**src/spp_defs.vh**
```
// constants for the serial pin port override block
`ifndef SPP_DEFS_VH
`define SPP_DEFS_VH
// ***************************************************************
// register map (byte addresses)
// ***************************************************************
`define SPP_PORT_CTRL_ADDR   4'h0
`define SPP_SER_CTRL_ADDR    4'h4
// ***************************************************************
// port control fields
// ***************************************************************
`define SPP_BREAK_DATA_BIT   0
`define SPP_BREAK_DIR_BIT    1
`define SPP_CLK_DATA_BIT     2
`define SPP_CLK_DIR_BIT      3
`define SPP_PORT_RESET       4'h0
// ***************************************************************
// serial control fields (mirror of bits the transfer engine uses)
// ***************************************************************
`define SPP_CLK_SRC_LO_BIT   0
`define SPP_CLK_SRC_HI_BIT   1
`define SPP_TX_EN_BIT        5
`define SPP_SER_CTRL_RESET   16'h0000
`define SPP_RESP_OKAY        2'h0
`define SPP_RESP_SLVERR      2'h2
`endif

```
**src/spp_sync.v**
```verilog
// two flip-flop synchroniser for pin inputs
`timescale 1ns/1ps
module spp_sync #(
  parameter WIDTH = 2
) (
  input  wire             aclk,
  input  wire             aresetn,
  input  wire [WIDTH-1:0] din,
  output reg  [WIDTH-1:0] dout
);
  reg [WIDTH-1:0] meta;

  // first stage feeds only the second
  always @(posedge aclk) begin
    if (!aresetn) begin
      meta <= {WIDTH{1'b0}};
      dout <= {WIDTH{1'b0}};
    end else begin
      meta <= din;
      dout <= meta;
    end
  end
endmodule // spp_sync

```
**src/spp_top.v**
```verilog
// serial pin port override with axi4-lite register access
//
// Behaviour
// - clk dir 1 drives clk data to pin
// - clk data read returns clock pin level
// - break dir 1 drives data on txd
// - break data read returns rxd level
`timescale 1ns/1ps
`include "spp_defs.vh"
module spp_top (
  input  wire        aclk,
  input  wire        aresetn,
  // axi4-lite slave
  input  wire [3:0]  s_axi_awaddr,
  input  wire        s_axi_awvalid,
  output wire        s_axi_awready,
  input  wire [31:0] s_axi_wdata,
  input  wire [3:0]  s_axi_wstrb,
  input  wire        s_axi_wvalid,
  output wire        s_axi_wready,
  output reg  [1:0]  s_axi_bresp,
  output reg         s_axi_bvalid,
  input  wire        s_axi_bready,
  input  wire [3:0]  s_axi_araddr,
  input  wire        s_axi_arvalid,
  output wire        s_axi_arready,
  output reg  [31:0] s_axi_rdata,
  output reg  [1:0]  s_axi_rresp,
  output reg         s_axi_rvalid,
  input  wire        s_axi_rready,
  // serial transfer engine side
  input  wire        eng_sck_o,
  input  wire        eng_sck_oe,
  input  wire        eng_txd,
  output wire        eng_sck_i,
  output wire        eng_rxd,
  output wire [15:0] serial_control_reg,
  // pins
  input  wire        sck_i,
  output wire        sck_o,
  output wire        sck_oe,
  input  wire        rxd_i,
  output wire        txd_o,
  output wire        txd_oe
);
  // ***************************************************************
  // registers
  // ***************************************************************
  reg        clk_pin_dir;
  reg        clk_pin_data;
  reg        break_pin_dir;
  reg        break_pin_data;
  reg [15:0] ser_ctrl;
  reg        aw_held;
  reg        w_held;
  reg [3:0]  aw_addr;
  reg [31:0] w_data;
  reg [3:0]  w_strb;
  wire [1:0] pin_sync;
  wire       sck_level = pin_sync[1];
  wire       rxd_level = pin_sync[0];

  // register map seen by software:
  //   0x0 port control, only byte lane 0 is stored
  //     bit 3 clock pin direction, bit 2 clock pin data
  //     bit 1 break pin direction, bit 0 break pin data
  //     data bits read back the pin level, never the stored bit
  //   0x4 serial control, 16 bits, byte strobes honoured
  //   anything else answers slverr and reads as zero
  // limitation: a pin left undriven reads whatever the board pulls it to

  // port bits leave reset as inputs, so the engine owns both pins
  localparam [3:0] PORT_RST = `SPP_PORT_RESET;

  // handshake events, named once so both processes see the same terms
  wire       aw_take   = s_axi_awvalid && s_axi_awready;
  wire       w_take    = s_axi_wvalid && s_axi_wready;
  wire       wr_commit = aw_held && w_held;
  wire       b_done    = s_axi_bvalid && s_axi_bready;
  wire       ar_take   = s_axi_arvalid && s_axi_arready;
  wire       r_done    = s_axi_rvalid && s_axi_rready;

  // pins cross into aclk before any read path sees them
  // the two flops add two edges of latency to every pin read
  spp_sync #(
    .WIDTH (2)
  ) u_sync (
    .aclk    (aclk),
    .aresetn (aresetn),
    .din     ({sck_i, rxd_i}),
    .dout    (pin_sync)
  );

  // ***************************************************************
  // pin muxing
  // ***************************************************************
  // port bits override the engine only while their direction bit is set
  // or-ing the engine enable keeps an engine-driven clock alive at dir 0
  assign sck_o  = clk_pin_dir ? clk_pin_data : eng_sck_o;
  assign sck_oe = clk_pin_dir | eng_sck_oe;
  assign txd_o  = break_pin_dir ? break_pin_data : eng_txd;
  // txd is a plain output; engine keeps it idle-driven when not overridden
  assign txd_oe = 1'b1;
  // engine-side copies of the synchronised pin levels
  assign eng_sck_i = sck_level;
  assign eng_rxd   = rxd_level;
  // serial control is only stored here; the transfer engine decodes it
  assign serial_control_reg = ser_ctrl;

  // ***************************************************************
  // write channel
  // ***************************************************************
  // either channel may arrive first; each is refused once held
  assign s_axi_awready = !aw_held && !s_axi_bvalid;
  assign s_axi_wready  = !w_held && !s_axi_bvalid;

  // byte-lane merge for the 16-bit serial control word
  function [15:0] merge16;
    input [15:0] old;
    input [31:0] data;
    input [3:0]  strb;
    begin
      merge16 = {strb[1] ? data[15:8] : old[15:8], strb[0] ? data[7:0] : old[7:0]};
    end
  endfunction

  // address and data held separately so either may come first
  always @(posedge aclk) begin
    if (!aresetn) begin
      aw_held        <= 1'b0;
      w_held         <= 1'b0;
      aw_addr        <= 4'h0;
      w_data         <= 32'h0000_0000;
      w_strb         <= 4'h0;
      s_axi_bvalid   <= 1'b0;
      s_axi_bresp    <= `SPP_RESP_OKAY;
      clk_pin_dir    <= PORT_RST[`SPP_CLK_DIR_BIT];
      clk_pin_data   <= PORT_RST[`SPP_CLK_DATA_BIT];
      break_pin_dir  <= PORT_RST[`SPP_BREAK_DIR_BIT];
      break_pin_data <= PORT_RST[`SPP_BREAK_DATA_BIT];
      ser_ctrl       <= `SPP_SER_CTRL_RESET;
    end else begin
      if (aw_take) begin
        aw_held <= 1'b1;
        aw_addr <= s_axi_awaddr;
      end
      if (w_take) begin
        w_held <= 1'b1;
        w_data <= s_axi_wdata;
        w_strb <= s_axi_wstrb;
      end
      // commit one edge after both halves are held; bvalid then blocks new takes
      if (wr_commit) begin
        aw_held      <= 1'b0;
        w_held       <= 1'b0;
        s_axi_bvalid <= 1'b1;
        s_axi_bresp  <= `SPP_RESP_OKAY;
        case (aw_addr)
          `SPP_PORT_CTRL_ADDR: begin
            if (w_strb[0]) begin
              clk_pin_dir    <= w_data[`SPP_CLK_DIR_BIT];
              clk_pin_data   <= w_data[`SPP_CLK_DATA_BIT];
              break_pin_dir  <= w_data[`SPP_BREAK_DIR_BIT];
              break_pin_data <= w_data[`SPP_BREAK_DATA_BIT];
            end
          end
          `SPP_SER_CTRL_ADDR: begin
            ser_ctrl <= merge16(ser_ctrl, w_data, w_strb);
          end
          // unmapped writes are dropped with an error response
          default: begin
            s_axi_bresp <= `SPP_RESP_SLVERR;
          end
        endcase
      end
      if (b_done) begin
        s_axi_bvalid <= 1'b0;
      end
    end
  end

  // ***************************************************************
  // read channel
  // ***************************************************************
  // data bits read the pin level, not the stored bit, in either direction
  // one read in flight: arready stays low while rvalid stands
  assign s_axi_arready = !s_axi_rvalid;

  // read word is registered so rdata stands with rvalid
  always @(posedge aclk) begin
    if (!aresetn) begin
      s_axi_rvalid <= 1'b0;
      s_axi_rdata  <= 32'h0000_0000;
      s_axi_rresp  <= `SPP_RESP_OKAY;
    end else begin
      if (ar_take) begin
        s_axi_rvalid <= 1'b1;
        s_axi_rresp  <= `SPP_RESP_OKAY;
        s_axi_rdata  <= 32'h0000_0000;
        // unmapped reads answer with an error and a zero word
        case (s_axi_araddr)
          `SPP_PORT_CTRL_ADDR: begin
            s_axi_rdata[`SPP_CLK_DIR_BIT]    <= clk_pin_dir;
            s_axi_rdata[`SPP_CLK_DATA_BIT]   <= sck_level;
            s_axi_rdata[`SPP_BREAK_DIR_BIT]  <= break_pin_dir;
            s_axi_rdata[`SPP_BREAK_DATA_BIT] <= rxd_level;
          end
          `SPP_SER_CTRL_ADDR: begin
            s_axi_rdata[15:0] <= ser_ctrl;
          end
          default: begin
            s_axi_rresp <= `SPP_RESP_SLVERR;
          end
        endcase
      end else if (r_done) begin
        s_axi_rvalid <= 1'b0;
      end
    end
  end
endmodule // spp_top

```
**config.mk**
```make
export PLATFORM = sky130hd
export DESIGN_NAME = spp_top
export DESIGN_NICKNAME = d
export VERILOG_FILES = /design/src/spp_sync.v /design/src/spp_top.v
export VERILOG_INCLUDE_DIRS = /design/src
export SDC_FILE = /design/constraint.sdc
export NUM_CORES = 1
export LEC_CHECK = 0
export ABC_AREA = 0
export ABC_CLOCK_PERIOD_IN_PS = 1300
export BUFFER_PORTS_ARGS = -buffer_cell sky130_fd_sc_hd__buf_2
export CORE_UTILIZATION = 43
export DETAILED_ROUTE_END_ITERATION = 8
export GPL_ROUTABILITY_DRIVEN = 0
export HOLD_SLACK_MARGIN = 0.12
export PLACE_DENSITY = 0.76
export SLEW_MARGIN = 25
export SYNTH_ARGS = -nofsm -noshare
export SYNTH_HDL_FRONTEND = slang
export SYNTH_HIERARCHICAL = 1
export SYNTH_SLANG_ARGS = --single-unit
```
**constraint.sdc**
```tcl
create_clock -name aclk -period 1.3 [get_ports aclk]
set_input_delay 0.065 -clock aclk [delete_from_list [all_inputs] [get_ports aclk]]
set_output_delay 0.065 -clock aclk [all_outputs]
set_load 0.03 [all_outputs]
```
==> results.sh <==
export IMPL_ir_worst_vdd_mv=0.5383
export IMPL_wl_um=6101
export IMPL_grt_ovfl_total=0
export IMPL_startpoint="clk_pin_dir"
export IMPL_drt_pass1_iter_count=9
export IMPL_drtIter0Drc=135
export IMPL_crit_path_start_kind="flip-flop"
export IMPL_utilization=0.5903
export IMPL_ys_seq_area_frac=0.4712
export IMPL_synth_edf_count=0
export IMPL_final_common_cell="nand2_1"
export IMPL_synthArstFlopShare=0
export IMPL_finalSetupViolCount=0
export IMPL_track_usage=0.1808
export IMPL_power_leakage_nw=1.668
export IMPL_critPathKind="flip-flop to output port"
export IMPL_pre_cts_ws_ns=-0.01770
export IMPL_ios=119
export IMPL_antenna_found_initial=0
export IMPL_post_route_period_util=0.9721
export IMPL_vias=2372
export IMPL_rrSetupSlack_ns=0.05
export IMPL_cts_tree="done"
export IMPL_post_drt_wl_per_cell_um=12.25
export IMPL_ant_nets=0
export IMPL_grt_first_pass_wirelength_um=10130
export IMPL_layout_setup_ws_ns=0.03621
export IMPL_dp_hpwl_um=4343
export IMPL_clock_fmax_ghz=0.7913
export IMPL_tns_ns=0
export IMPL_max_cap_viol_count=0
export IMPL_initial_core_util=0.4498
export IMPL_critical_path_arrival_ns=1.20
export IMPL_grt_max_degree=40
export IMPL_clockBufferDepth=2
export IMPL_avgSynthCellArea_um2=9.289
export IMPL_die_h_um=83.97
export IMPL_hp_class="input pin to flip-flop"
export IMPL_slew_viol_final=0
export IMPL_io_buffers=81
export IMPL_hold_violations=0
export IMPL_critical_path_max_fanout=4
export IMPL_reg2regPathDepth=3
export IMPL_path_clk_slew_ns=0.07
export IMPL_endpoint="sck_o"
export IMPL_grt_pass1_vias=2216
export IMPL_numClockSinks=68
export IMPL_ys_types=32
export IMPL_ys_warn_count=6
export IMPL_rsz0062_at_grt="yes"
export IMPL_nets=473
export IMPL_cts_root_buf="clkbuf_8"
export IMPL_period_minus_slack_ns=1.264
export IMPL_netlist_instances=311
export IMPL_power_density_nw_per_um2=1200
export IMPL_vias_per_cell=4.763
export IMPL_synth_seq_cells=68
export IMPL_worstPathRequired_ns=1.24
export IMPL_synthFlopType="dfxtp_1"
export IMPL_end_kind="output port"
export IMPL_dieArea_um2=7050
export IMPL_h_tree_depth=3
export IMPL_final_cell_mix="nand2_1 (86), buf_2 (81), dfxtp_1 (62), a21boi_1 (30), mux2i_1 (29)"
export IMPL_n_antenna_cell=0
export IMPL_synth_area_um2=2889
export IMPL_cts_buffers=9
export IMPL_reg2reg_from="aw_addr[3]"
export IMPL_clock_latency_ns=0.34
export IMPL_reg2reg_to="serial_control_reg[14]"
export IMPL_finClkSkew_ns=0.01205
export IMPL_status="finished with violations"
export IMPL_drive_gt1_frac=0.2827
export IMPL_areaGrowthSynthToFinish_pct=31.23
export IMPL_drc=24
export IMPL_fp_coreArea_um2=6422
export IMPL_violations="DRC"
export IMPL_num_rows=29
export IMPL_die_w_um=83.97
-- worst max-delay path, cell delays in order, from the launching register on --
cell and delay, ns:
dfxtp_4 0.37, mux2_1 0.31, buf_2 0.18
-- cell families (layout without fill, tap and decap cells) --
group | count (synthesis) | count (layout) | synth area share
muxes | 31 | 31 | 0.1083
AOI/OAI and AO/OA | 41 | 41 | 0.1018
other | 2 | 19 | 0.002599
buffers and inverters | 41 | 134 | 0.09701
DFF | 68 | 68 | 0.4712
and+or+nand+nor | 128 | 128 | 0.2191
-- final cells by class --
class / instances / area (µm²)
Fill cell: 549 / 2631
Sequential cell: 68 / 1374
Multi-Input combinational cell: 219 / 1326
Timing Repair Buffer: 118 / 788.3
Clock buffer: 14 / 172.7
Tap cell: 77 / 96.34
Clock inverter: 1 / 30.03
Inverter: 1 / 3.754
-- power breakdown --
group          leakage, nW  internal [mW]  switching, mW  total, mW
sequential           0.556           2.15         0.0496       2.20
combinational         1.01          0.256          0.334      0.590
clock                0.103           1.04          0.727       1.76
total                 1.67           3.44           1.11       4.55
-- cell usage after synthesis, drive strengths merged (2+ instances only) --
cell type | instances | area, µm²
nand4 | 12 | 75.07
mux2 | 2 | 22.52
nand3 | 5 | 25.02
nor3b | 2 | 37.54
buf | 30 | 239.0
conb | 2 | 7.510
and4 | 2 | 22.52
clkbuf | 10 | 37.54
nand2 | 86 | 322.8
nor3 | 2 | 20.02
nor2 | 2 | 7.510
and2 | 6 | 40.04
a21oi | 2 | 10.01
mux2i | 29 | 290.3
dfxtp | 68 | 1361
a21boi | 31 | 236.5
o21ai | 6 | 30.03
nor2b | 5 | 31.28
-- stage by stage --
| step | cells | hold slack [ns] | instance area (µm²) | power [mW] |
|---|---|---|---|---|
| finish | 498 | 0.1387 | 3791 | 4.550 |
| global route | 498 | 0.1591 | 3791 | 4.721 |
| CTS | 497 | 0.1323 | 3772 | 4.565 |
| detailed placement | 455 | 0.2773 | 3288 | 2.755 |
| global placement | 455 | 0.2703 | 3288 | 2.744 |
| floorplan | 328 | 0.1867 | 2958 | 2.647 |
-- how the worst min path moves through the flow --
stage,startpoint,endpoint,depth (start not counted)
global placement,sck_i,u_sync/meta[1],2
CTS,aresetn,s_axi_rdata[4],2
global route,aresetn,s_axi_rdata[4],2
finish,aresetn,s_axi_rdata[0],3
floorplan,aresetn,u_sync/dout[1],1
detailed placement,sck_i,u_sync/meta[1],2
-- what timing repair did --
item | in CTS | in global routing
endpoints found under the hold margin | 26 | 0
pin swaps | 1 | 3
gates cloned | 0 | 0
setup endpoints to repair | 3 | 10
setup buffers | 0 | 1
gates resized for setup | 4 | 3
hold buffers | 27 | 0
-- routing by layer --
metal	part of all wire	track usage	wire length, µm
met5	0	0	0
met4	0.019	0.08621	117
met3	0.048	0.04055	294
met2	0.47	0.2876	2859
met1	0.46	0.2319	2829
Note: power is estimated with default switching activity, not from simulation.
